<file path="config.mk">
export PLATFORM = sky130hd
export DESIGN_NAME = fault_status_address_regs
export DESIGN_NICKNAME = d
export VERILOG_FILES = /design/src/hw/fault_status_address_regs.v /design/src/hw/sticky_flags.v /design/src/hw/fault_addr_capture.v
export VERILOG_INCLUDE_DIRS = /design/src /design/src/common
export SDC_FILE = /design/constraint.sdc
export NUM_CORES = 1
export LEC_CHECK = 0
export ABC_AREA = 1
export BUFFER_PORTS_ARGS = -buffer_cell sky130_fd_sc_hd__clkbuf_2
export CORE_MARGIN = 2
export CORE_UTILIZATION = 30
export CTS_CLUSTER_DIAMETER = 60
export CTS_CLUSTER_SIZE = 28
export DETAILED_ROUTE_END_ITERATION = 10
export HOLD_SLACK_MARGIN = 0.1
export PLACE_DENSITY = 0.45
export SYNTH_ARGS = -nofsm -noshare
export SYNTH_HDL_FRONTEND = slang
export SYNTH_SLANG_ARGS = --single-unit
</file>
<file path="constraint.sdc">
create_clock -name clk -period 23 [get_ports clk]
set_clock_uncertainty 0.15 [all_clocks]
set_input_delay 6.9 -clock clk [delete_from_list [all_inputs] [get_ports clk]]
set_output_delay 6.9 -clock clk [all_outputs]
set_load 0.05 [all_outputs]
</file>
<file path="src/common/fault_status_regs.vh">
// Register map, field positions and reset values of the fault status block
`ifndef FAULT_STATUS_REGS_VH
`define FAULT_STATUS_REGS_VH

`define OFS_HANDLER_PRI1 8'h18
`define OFS_HANDLER_PRI2 8'h1c
`define OFS_HANDLER_PRI3 8'h20
`define OFS_CFG_FAULT_STATUS 8'h28
`define OFS_HARD_FAULT_STATUS 8'h2c
`define OFS_MEMMANAGE_FAULT_ADDRESS 8'h34
`define OFS_BUS_FAULT_ADDRESS 8'h38
`define OFS_AUXILIARY_FAULT_STATUS 8'h3c

`define HFS_DEBUG_RESERVED_BIT 31
`define HFS_FORCED_BIT 30
`define HFS_VECTOR_FETCH_BIT 1
`define CFS_MM_VALID_BIT 7
`define CFS_BUS_VALID_BIT 15

`define HARD_FAULT_STATUS_RESET 32'h0000_0000
`define FAULT_ADDRESS_RESET 32'h0000_0000
`define AUX_FAULT_STATUS_RESET 32'h0000_0000
`define HANDLER_PRI_RESET 32'h0000_0000

`define SEL_WORD 4'hf
`define SEL_HALF_LO 4'h3
`define SEL_HALF_HI 4'hc
`define SEL_BYTE0 4'h1
`define SEL_BYTE1 4'h2
`define SEL_BYTE2 4'h4
`define SEL_BYTE3 4'h8

`define FAULT_MM 0
`define FAULT_BUS 1
`define FAULT_USAGE 2

`endif

</file>
<file path="src/hw/fault_status_address_regs.v">
// Fault status and fault address registers behind a classic Wishbone slave
// Behaviour
// - Hard fault status resets to zero; writing one clears a flag, zero keeps it.
// - Escalated flag sets when a configurable fault cannot be taken.
// - Vector fetch flag sets on a bus error reading the vector table.
// - Vector table bus errors always go to the hard fault handler.
// - Vector fetch fault stacks the address of the preempted instruction.
// - Memory management fault address holds the faulting address while valid.
// - Unaligned memory management fault captures the split aligned address that faulted.
// - Bus fault address holds the faulting location while its valid flag is set.
// - Unaligned bus fault captures the address the instruction requested.
// - Each auxiliary input high for one cycle sets its status bit.
// - Auxiliary bit stays set until software writes one; zero does nothing.
// - Auxiliary status bits never raise an exception.
// - Configurable status and priority registers accept byte, halfword and word.
// - Unaligned accesses to any register are not supported.
// - Bus address valid sets on a known-address bus fault; a later known-address memory management fault clears it.
// - Data access violation loads the attempted load or store address.
//
// The Wishbone register port was left to the implementer.
`include "fault_status_regs.vh"
`default_nettype none
module fault_status_address_regs #(
    parameter AUX_W = 32,
    parameter PRI_W = 8
) (
    input wire clk, // 125 MHz clock
    input wire rst_n, // Asynchronous reset, active low
    input wire ce, // Clock enable, freezes all state but the reset synchronizer when low
    input wire wb_cyc_i, // Wishbone cycle
    input wire wb_stb_i, // Wishbone strobe
    input wire wb_we_i, // Wishbone write enable
    input wire [7:0] wb_adr_i, // Wishbone byte address
    input wire [3:0] wb_sel_i, // Wishbone byte selects
    input wire [31:0] wb_dat_i, // Wishbone write data
    output reg [31:0] wb_dat_o, // Wishbone read data
    output reg wb_ack_o, // Wishbone acknowledge
    output reg wb_err_o, // Wishbone error, bad address or size
    input wire [2:0] cfg_fault_i, // Configurable fault events: mm, bus, usage
    input wire [2:0] fault_en_i, // Configurable fault handler enables
    input wire [PRI_W-1:0] exec_pri_i, // Current execution priority
    input wire vec_fetch_err_i, // Bus error on vector table read
    input wire [31:0] preempted_pc_i, // Address of the preempted instruction
    input wire mm_addr_known_i, // Memory management fault has an address
    input wire [31:0] mm_fault_addr_i, // Aligned access address that faulted
    input wire bus_addr_known_i, // Bus fault has an address
    input wire [31:0] bus_req_addr_i, // Address requested by the instruction
    input wire [AUX_W-1:0] aux_fault_inputs, // Auxiliary fault inputs
    output reg hard_fault_req_r, // Pulse: take the hard fault handler
    output reg [2:0] cfg_fault_req_r, // Pulse: take a configurable handler
    output reg [31:0] ret_addr_r // Return address to stack
);
    // Two-stage reset release
    reg rst_s1_r;
    reg rst_s2_r;
    wire srst_n;

    always @(posedge clk or negedge rst_n) begin
        if (!rst_n) begin
            rst_s1_r <= 1'b0;
            rst_s2_r <= 1'b0;
        end else begin
            rst_s1_r <= 1'b1;
            rst_s2_r <= rst_s1_r;
        end
    end
    assign srst_n = rst_s2_r;

    // Bus decode
    wire req;
    reg hit_word;
    reg hit_sub;
    reg sel_sub_ok;
    reg [1:0] pri_idx;
    wire acc_ok;
    wire wr;

    assign req = wb_cyc_i && wb_stb_i && !wb_ack_o && !wb_err_o;

    always @* begin
        hit_word = 1'b0;
        hit_sub = 1'b0;
        pri_idx = 2'd0;
        case ({wb_adr_i[7:2], 2'b00})
            `OFS_HARD_FAULT_STATUS, `OFS_MEMMANAGE_FAULT_ADDRESS,
            `OFS_BUS_FAULT_ADDRESS, `OFS_AUXILIARY_FAULT_STATUS: begin
                hit_word = 1'b1;
            end
            `OFS_CFG_FAULT_STATUS: begin
                hit_sub = 1'b1;
            end
            `OFS_HANDLER_PRI1: begin
                hit_sub = 1'b1;
                pri_idx = 2'd0;
            end
            `OFS_HANDLER_PRI2: begin
                hit_sub = 1'b1;
                pri_idx = 2'd1;
            end
            `OFS_HANDLER_PRI3: begin
                hit_sub = 1'b1;
                pri_idx = 2'd2;
            end
            default: begin
                hit_word = 1'b0;
            end
        endcase
    end

    // Only naturally aligned lanes count; anything else is an unaligned access
    always @* begin
        case (wb_sel_i)
            `SEL_WORD, `SEL_HALF_LO, `SEL_HALF_HI,
            `SEL_BYTE0, `SEL_BYTE1, `SEL_BYTE2, `SEL_BYTE3: begin
                sel_sub_ok = 1'b1;
            end
            default: begin
                sel_sub_ok = 1'b0;
            end
        endcase
    end

    // Word-only registers refuse partial accesses with an error and no effect
    assign acc_ok = (hit_word && wb_sel_i == `SEL_WORD) || (hit_sub && sel_sub_ok);
    assign wr = req && acc_ok && wb_we_i;

    wire [31:0] lane_mask;
    assign lane_mask = {{8{wb_sel_i[3]}}, {8{wb_sel_i[2]}}, {8{wb_sel_i[1]}}, {8{wb_sel_i[0]}}};

    wire wr_hfs;
    wire wr_memmanage_fault_address;
    wire wr_bus_fault_address;
    wire wr_afs;
    wire wr_cfs;
    assign wr_hfs = wr && {wb_adr_i[7:2], 2'b00} == `OFS_HARD_FAULT_STATUS;
    assign wr_memmanage_fault_address = wr && {wb_adr_i[7:2], 2'b00} == `OFS_MEMMANAGE_FAULT_ADDRESS;
    assign wr_bus_fault_address = wr && {wb_adr_i[7:2], 2'b00} == `OFS_BUS_FAULT_ADDRESS;
    assign wr_afs = wr && {wb_adr_i[7:2], 2'b00} == `OFS_AUXILIARY_FAULT_STATUS;
    assign wr_cfs = wr && {wb_adr_i[7:2], 2'b00} == `OFS_CFG_FAULT_STATUS;

    // Handler priority registers, byte addressable
    reg [31:0] pri_r [0:2];
    integer i;

    always @(posedge clk or negedge srst_n) begin
        if (!srst_n) begin
            for (i = 0; i < 3; i = i + 1) begin
                pri_r[i] <= `HANDLER_PRI_RESET;
            end
        end else if (ce && wr && hit_sub && !wr_cfs) begin
            pri_r[pri_idx] <= (pri_r[pri_idx] & ~lane_mask) | (wb_dat_i & lane_mask);
        end
    end

    // Escalation: a fault that is disabled or cannot preempt becomes a hard fault
    reg [2:0] can_take;
    reg [PRI_W-1:0] hpri;
    integer k;

    always @* begin
        can_take = 3'b000;
        hpri = {PRI_W{1'b0}};
        for (k = 0; k < 3; k = k + 1) begin
            hpri = pri_r[0][8*k +: PRI_W];
            can_take[k] = fault_en_i[k] && (hpri < exec_pri_i);
        end
    end

    wire escalate;
    assign escalate = |(cfg_fault_i & ~can_take);

    // Hard fault status flags: only the forced and vector fetch bits exist
    wire [31:0] hfs_set;
    wire [31:0] hfs_clr;
    wire [31:0] hfs_q;
    assign hfs_set = ({31'h0, escalate} << `HFS_FORCED_BIT)
                   | ({31'h0, vec_fetch_err_i} << `HFS_VECTOR_FETCH_BIT);
    // Top bit and reserved bits ignore writes; software owes zero to the top bit
    assign hfs_clr = wr_hfs ? (wb_dat_i & (({31'h0, 1'b1} << `HFS_FORCED_BIT)
                   | ({31'h0, 1'b1} << `HFS_VECTOR_FETCH_BIT))) : 32'h0;

    sticky_flags #(
        .WIDTH(32),
        .RESET_VAL(`HARD_FAULT_STATUS_RESET)
    ) u_hard_fault_status (
        .clk(clk),
        .rst_n(srst_n),
        .ce(ce),
        .set_i(hfs_set),
        .clr_i(hfs_clr),
        .q_r(hfs_q)
    );

    // Auxiliary status: a one-cycle high level is enough to latch
    wire [AUX_W-1:0] afs_q;
    wire [AUX_W-1:0] afs_clr;
    assign afs_clr = wr_afs ? wb_dat_i[AUX_W-1:0] : {AUX_W{1'b0}};

    sticky_flags #(
        .WIDTH(AUX_W),
        .RESET_VAL(`AUX_FAULT_STATUS_RESET)
    ) u_aux_fault_status (
        .clk(clk),
        .rst_n(srst_n),
        .ce(ce),
        .set_i(aux_fault_inputs),
        .clr_i(afs_clr),
        .q_r(afs_q)
    );

    // Fault address capture
    wire mm_cap;
    wire bus_cap;
    wire [31:0] memmanage_fault_address_q;
    wire [31:0] bus_fault_address_q;
    wire mm_valid;
    wire bus_valid;
    assign mm_cap = cfg_fault_i[`FAULT_MM] && mm_addr_known_i;
    assign bus_cap = cfg_fault_i[`FAULT_BUS] && bus_addr_known_i;

    fault_addr_capture #(
        .AW(32)
    ) u_memmanage_fault_address (
        .clk(clk),
        .rst_n(srst_n),
        .ce(ce),
        .capture_i(mm_cap),
        .addr_i(mm_fault_addr_i),
        .invalidate_i(1'b0),
        .sw_we_i(wr_memmanage_fault_address),
        .sw_data_i(wb_dat_i),
        .sw_clr_valid_i(wr_cfs && wb_sel_i[0] && wb_dat_i[`CFS_MM_VALID_BIT]),
        .addr_r(memmanage_fault_address_q),
        .valid_r(mm_valid)
    );

    fault_addr_capture #(
        .AW(32)
    ) u_bus_fault_address (
        .clk(clk),
        .rst_n(srst_n),
        .ce(ce),
        .capture_i(bus_cap),
        .addr_i(bus_req_addr_i),
        .invalidate_i(mm_cap),
        .sw_we_i(wr_bus_fault_address),
        .sw_data_i(wb_dat_i),
        .sw_clr_valid_i(wr_cfs && wb_sel_i[1] && wb_dat_i[`CFS_BUS_VALID_BIT]),
        .addr_r(bus_fault_address_q),
        .valid_r(bus_valid)
    );

    // Read data
    reg [31:0] rd_nxt;
    always @* begin
        rd_nxt = 32'h0;
        case ({wb_adr_i[7:2], 2'b00})
            `OFS_HANDLER_PRI1: begin
                rd_nxt = pri_r[0];
            end
            `OFS_HANDLER_PRI2: begin
                rd_nxt = pri_r[1];
            end
            `OFS_HANDLER_PRI3: begin
                rd_nxt = pri_r[2];
            end
            `OFS_CFG_FAULT_STATUS: begin
                rd_nxt[`CFS_MM_VALID_BIT] = mm_valid;
                rd_nxt[`CFS_BUS_VALID_BIT] = bus_valid;
            end
            `OFS_HARD_FAULT_STATUS: begin
                rd_nxt[`HFS_FORCED_BIT] = hfs_q[`HFS_FORCED_BIT];
                rd_nxt[`HFS_VECTOR_FETCH_BIT] = hfs_q[`HFS_VECTOR_FETCH_BIT];
            end
            `OFS_MEMMANAGE_FAULT_ADDRESS: begin
                rd_nxt = memmanage_fault_address_q;
            end
            `OFS_BUS_FAULT_ADDRESS: begin
                rd_nxt = bus_fault_address_q;
            end
            `OFS_AUXILIARY_FAULT_STATUS: begin
                rd_nxt[AUX_W-1:0] = afs_q;
            end
            default: begin
                rd_nxt = 32'h0;
            end
        endcase
    end

    // Answer one cycle after the request; error for bad address or lanes
    always @(posedge clk or negedge srst_n) begin
        if (!srst_n) begin
            wb_ack_o <= 1'b0;
            wb_err_o <= 1'b0;
            wb_dat_o <= 32'h0;
        end else if (ce) begin
            wb_ack_o <= req && acc_ok;
            wb_err_o <= req && !acc_ok;
            if (req && acc_ok && !wb_we_i) begin
                wb_dat_o <= rd_nxt;
            end
        end
    end

    // Exception routing; auxiliary status is deliberately not connected here
    always @(posedge clk or negedge srst_n) begin
        if (!srst_n) begin
            hard_fault_req_r <= 1'b0;
            cfg_fault_req_r <= 3'b000;
            ret_addr_r <= 32'h0;
        end else if (ce) begin
            hard_fault_req_r <= escalate || vec_fetch_err_i;
            // A vector fetch error preempts configurable handlers
            cfg_fault_req_r <= vec_fetch_err_i ? 3'b000 : (cfg_fault_i & can_take);
            if (vec_fetch_err_i) begin
                ret_addr_r <= preempted_pc_i;
            end
        end
    end
endmodule
`default_nettype wire

</file>
<file path="src/hw/sticky_flags.v">
// Sticky flag bank: hardware sets, software clears by writing one
`default_nettype none
module sticky_flags #(
    parameter WIDTH = 32,
    parameter [WIDTH-1:0] RESET_VAL = {WIDTH{1'b0}}
) (
    input wire clk, // Clock
    input wire rst_n, // Synchronised reset, active low
    input wire ce, // Clock enable
    input wire [WIDTH-1:0] set_i, // Hardware set pulses
    input wire [WIDTH-1:0] clr_i, // Software clear pulses
    output reg [WIDTH-1:0] q_r // Flag state
);
    wire [WIDTH-1:0] q_nxt;

    // A set in the same cycle as a clear keeps the flag, so no event is lost
    assign q_nxt = (q_r & ~clr_i) | set_i;

    always @(posedge clk or negedge rst_n) begin
        if (!rst_n) begin
            q_r <= RESET_VAL;
        end else if (ce) begin
            q_r <= q_nxt;
        end
    end
endmodule
`default_nettype wire

</file>
<file path="src/hw/fault_addr_capture.v">
// Fault address register with its validity flag
`include "fault_status_regs.vh"
`default_nettype none
module fault_addr_capture #(
    parameter AW = 32
) (
    input wire clk, // Clock
    input wire rst_n, // Synchronised reset, active low
    input wire ce, // Clock enable
    input wire capture_i, // Fault with known address
    input wire [AW-1:0] addr_i, // Address to capture
    input wire invalidate_i, // Later fault clears validity
    input wire sw_we_i, // Software writes the address
    input wire [AW-1:0] sw_data_i, // Software write data
    input wire sw_clr_valid_i, // Software clears validity
    output reg [AW-1:0] addr_r, // Captured address
    output reg valid_r // Address is valid
);
    always @(posedge clk or negedge rst_n) begin
        if (!rst_n) begin
            addr_r <= `FAULT_ADDRESS_RESET;
            valid_r <= 1'b0;
        end else if (ce) begin
            // Hardware capture wins over a software write in the same cycle
            if (capture_i) begin
                addr_r <= addr_i;
            end else if (sw_we_i) begin
                addr_r <= sw_data_i;
            end
            if (capture_i) begin
                valid_r <= 1'b1;
            end else if (invalidate_i || sw_clr_valid_i) begin
                valid_r <= 1'b0;
            end
        end
    end
endmodule
`default_nettype wire

</file>
# After elaboration in Yosys (flattened, before gate mapping)
# Cells that the tools add are included.
# op_classes
n_reduce_logical,49
n_bitwise,15
magnitude_cmp,5
n_eq_ne,15
n_mux,30
# ops
cell,n
32-bit 2-to-1 mux,8
32-bit AND,4
96-bit bitwise mux,1
14-bit case mux with 6 select lines,1
32-bit binary-select mux with 2-bit select,1
32-bit demux with 2-bit select,1
32-bit NOT,2
32-bit bitwise OR,2
7-bit case mux with 6 select lines,1
"6-bit by 4-bit == test with 1-bit output, second input constant",6
31-bit NOT with 32-bit output,1
32-bit by 31-bit bitwise OR with 32-bit output,1
31-bit 2-to-1 mux,1
31-bit by 2-bit bitwise OR with 31-bit output,1
5-bit case mux with 6 select lines,1
1-bit case mux with 7 select lines,4
1-bit logical AND,27
8-bit less-than comparator,3
"4-bit == test, second input constant",3
"6-bit by 3-bit == test with 1-bit output, second input constant",2
1-bit case mux with 6 select lines,2
2-bit AND reduction,6
"4-bit by 2-bit == test with 1-bit output, second input constant",2
2-bit nonzero test,4
other kinds (15),29
# totals
word_cells,131
in_bits,195
regBits,298

# Depth between registers and ports, before layout
# depth
word_depth,13
mapped_depth,12
depth_no_buf,12

# Modules after synthesis
# Synthesis repeated with hierarchy kept, for this count alone.
# hier_totals
hier_cells,2229
area_unflattened_um2,15778.9
# by_module_without_submodules
mod,n_inst,cells_per_inst,seq_area_each_um2,area_per_inst_um2
fault_status_address_regs,1,1399,4204.0,9555.4
fault_addr_capture,2,248,825.8,1740.4
sticky_flags,2,167,800.8,1371.3

# Worst setup path before layout
# OpenSTA, ideal clock, no wires.
# synth_timing
path_kind,input to register
startpoint,input port wb_adr_i[7]
endpoint,"register pri_r, in the netlist hpri[1]"
setup_time_ns,0.117
stages,12
slack_ns,14.555
arrival_time_ns,8.178
path_cell_list,nor2_1 buf_2 nand2_1 nand2_1 nand3_1 nand2_2 nand3_2 nor2_1 nand2_1 buf_2 nand2_1 nand2_1
# synth_via
elab_chain_len,10
word_cells_on_any_way,35
# synth_rtl
element,line,text
from (decl),fault_status_address_regs.v:33,"input wire [7:0] wb_adr_i,"
branches (longest 10 deep; another with 3-bit >= comparator),--,
"to (signal, indexed assignment)",fault_status_address_regs.v:148,pri_r[i] <= `HANDLER_PRI_RESET;
"to (signal, indexed assignment)",fault_status_address_regs.v:151,pri_r[pri_idx] <= (pri_r[pri_idx] & ~lane_mask) | (wb_dat_i & lane_mask);
to (decl),fault_status_address_regs.v:142,reg [31:0] pri_r [0:2];
# Parallel ways; which one is timed is not known. The select of a mux whose other input is x is not followed.
# A chain may end at the register's enable or synchronous reset.

# Worst setup path in the final report
# layout_timing
startpoint,input port wb_adr_i[7]
endpoint,register pri_r[38] in the netlist's numbering
# The elaborated chain is that of the path after synthesis.

==> flow_summary.toml <==
[critical_path]
critical-path-max-stage-delay_ns = 0.71
cpMostUsedCell = "nand2_1"
required_ns = 23.29
crit_fanout = 32
reg2reg_slack_ns = 20.05
path_cells = "clkbuf_2 > nor2_1 > nand3_1 > nand2_1 > nand3_1 > nand2_2 > nand3_2 > nor2_1 > nand2_2 > nand2_1 > nand2_1"
worstSetupPathType = "input port to flip-flop"
crit_path_end_kind = "flip-flop"
r2r_start = "wb_err_o"
r2r_end = "pri_r[38]"
crit_slowest_cell = "nor2_1"
reg2reg_depth = 8
critical_path.startpoint_type = "input port"
worstPathArrival_ns = 9.92

[status]
status = "finished, final reports clean"

[clocking]
clock_tree.root_cell = "clkbuf_16"
ctsResizeCount = 0
htreeDepth = 1
post-cts-setup-buffers = 0
cts_sinks = 268
cts_buffers = 31
clkLatencyLatePin_ns = 0.58
cts_tree = "yes"
clock_path_buffers = 3
postCtsHoldBufs = 0
path_clk_slew_ns = 0.06

[min_path]
hold_depth = 0
worstHoldStart = "rst_s1_r"
hp-class = "flip-flop to flip-flop"
whs_endpoint = "rst_s2_r"

[floorplan]
ios = 265
row_count = 79
dieArea_sq_mm = 0.0487
coreArea_sq_mm = 0.0465
start_util_pct = 30.3
die_w_um = 221
die-height_um = 221

[global_route]
grt_start_max_net_pins = 143
grt_overflow = 0
grt_usage_pct = 22.1
antenna_found_initial = 1
grt_pass1_vias = 13340
grt_pass1_wl_mm = 81.5

[drt]
vias_per_cell = 4.88
firstDrtPassIters = 5
wirelength_mm = 53.9
vias = 13344
wl_per_cell_um = 19.7
postRouteAntennaNets = 0
post-route-drc-count = 0
dr.first_iter.drc_count = 744

[logic_synthesis]
synth-seq-area-share_pct = 47.6
ys_async_sr_fraction_pct = 100
synth_ff_type = "dfrtp_1"
synth-edff-count = 0
syn_area_per_cell_sq_um = 7.46
yosysTopAreaCellShare_pct = 47.6
yosysTopAreaCell = "dfrtp_1"
synth_fp_nets = 2104
ys_seq_elements = 268
synth.distinct_cells = 32
synthCells = 1888
synth_area_leaders = "dfrtp_1, nand2_1, mux2_2, nand3_1, o21ai_0"
syn_area_sq_mm = 0.0141
yosysWarnings = 0

[finish]
fin_util_pct = 36.6
area_growth_pct = 20.5
fin_cells = 2736
nFillCells = 4951
multi_input_area_sq_mm = 0.00661
layout.nets = 2320
seq_area_sq_mm = 0.00671
drive_above_1_share_pct = 19.9

[sta]
rsz0062_at_grt = "false"
maxSlewViolCount = 0
min_period_over_period_pct = 41.9
worst_pin_slew_ns = 1.09
min_period_ns = 9.63
maxSlewHeadroom_pct = 27.4
setup_tns_ns = 0
hold_viol_final = 0
setup-violations-final = 0
max_freq_mhz = 104

[place]
dp_hpwl_mm = 34.8
finalWeightedCongestion = 0.813
portBuffers = 262
dp.cells = 2678

[power_and_ir_drop]
p_leak_uw = 0.00929
power_density_mw_per_mm2 = 69.7
power.switching_uw = 341
switching_share_pct = 28.8
combPwrFrac_pct = 12.2
pwr-share-clk_pct = 44.1
p_int_uw = 842
seqPwrFrac_pct = 43.6
vdd_drop_max_v = 0.0000432

[job]
max_cap_violations = 0
power groups by stage:
stage / registers [uW] / logic, uW / clock network [uW]
2_1_floorplan: 555 / 59.6 / 0
3_3_place_gp: 524 / 146 / 0
3_5_place_dp: 525 / 147 / 0
4_1_cts: 517 / 147 / 535
5_1_grt: 520 / 161 / 551
6_report: 516 / 145 / 522
worst max path at each step:
stage,from,endpoint,slack [ns],cells after the start
floorplan,wb_adr_i[7],hpri[1],14.56,12
global placement,wb_adr_i[7],u_memmanage_fault_address.addr_r[12],12.83,9
detailed placement,wb_adr_i[7],u_memmanage_fault_address.addr_r[12],12.80,9
CTS,wb_adr_i[7],u_memmanage_fault_address.addr_r[12],13.42,9
global route,wb_adr_i[7],pri_r[71],13.13,11
finish,wb_adr_i[7],pri_r[38],13.37,11
synth_stat cells, types with 3 or more instances:
library cell / n
buf_1: 4
clkinv_1: 4
a31oi_1: 7
buf_4: 5
nand2_1: 912
a21oi_1: 58
a22oi_1: 3
nor2_2: 5
clkbuf_1: 55
o31ai_1: 3
ha_1: 21
o21ai_1: 6
o211ai_1: 7
dfrtp_1: 268
nand4_1: 17
o221ai_1: 6
nand3_1: 123
nor2_1: 75
inv_1: 85
buf_2: 39
o21ai_0: 102
mux2_2: 64
o22ai_1: 6
routing by layer:
layer	routed length, um	track usage (%)	vias up	share of wire [%]
met1	24300	29.9	6519	45
met3	2300	2.56	59	4.3
met2	26300	37.8	315	49
met4	1050	5.22	0	2.0
met5	0	0	-	0
li1	-	-	6451	-
through the flow:
stage                     cell area (sq um)  hold WS [ns]  power [uW]  setup slack [ns]
after floorplan                       14100         0.181         615             14.56
after global placement                15900         0.188         670             12.83
after detailed placement              15900         0.190         672             12.80
after CTS                             17000         0.206        1200             13.42
after global routing                  17000         0.219        1230             13.13
final                                 17000         0.202        1180             13.37
state kept, by name, indices dropped and copies added (netlist names), 2 cells and up:
name                              flops
u_bus_fault_address.addr_r           32
pri_r                                88
cfg_fault_req_r                       3
ret_addr_r                           32
hpri                                  8
u_memmanage_fault_address.addr_r     32
u_hard_fault_status.q_r               2
wb_dat_o                             32
u_aux_fault_status.q_r               32
critical path, delay by kind of cell:
| family | cells | cell delay, ns |
|---|---|---|
| AND/OR/NAND/NOR | 10 | 2.92 |
| buffers and inverters | 1 | 0.08 |
area by class of cell:
| type | count | share of cell area (%) |
|---|---|---|
| inverter | 91 | 2.01 |
| clock buffer | 38 | 4.90 |
| clock inverter | 19 | 1.33 |
| sequential | 268 | 39.5 |
| multi-input combinational | 1426 | 38.9 |
| antenna | 1 | 0.0147 |
| timing repair buffer | 286 | 8.87 |
| tap | 607 | 4.47 |
cell usage in the layout (no fill, tap or decap), types with 21 or more instances in the layout:
| cell type | netlist | routed |
|---|---|---|
| clkbuf_2 | 0 | 261 |
| nand2_1 | 912 | 908 |
| inv_1 | 85 | 83 |
| mux2_2 | 64 | 64 |
| o21ai_0 | 102 | 102 |
| clkbuf_16 | 0 | 31 |
| buf_4 | 5 | 24 |
| nand3_1 | 123 | 122 |
| nor2_1 | 75 | 74 |
| a21oi_1 | 58 | 58 |
| dfrtp_1 | 268 | 267 |
| ha_1 | 21 | 21 |
cell families (layout without fill, tap and decap cells):
| group | Yosys count | after routing | synth area share (%) |
|---|---|---|---|
| adder cells (fa/ha/maj) | 21 | 21 | 1.86 |
| buffers and inverters | 194 | 434 | 5.65 |
| AND/OR/NAND/NOR | 1140 | 1140 | 32.1 |
| AO/OA/AOI/OAI | 200 | 200 | 7.65 |
| multiplexers | 64 | 64 | 5.11 |
| other | 1 | 2 | 0.0266 |
| flip-flops | 268 | 268 | 47.6 |
Power figures use the tool's default switching activity.
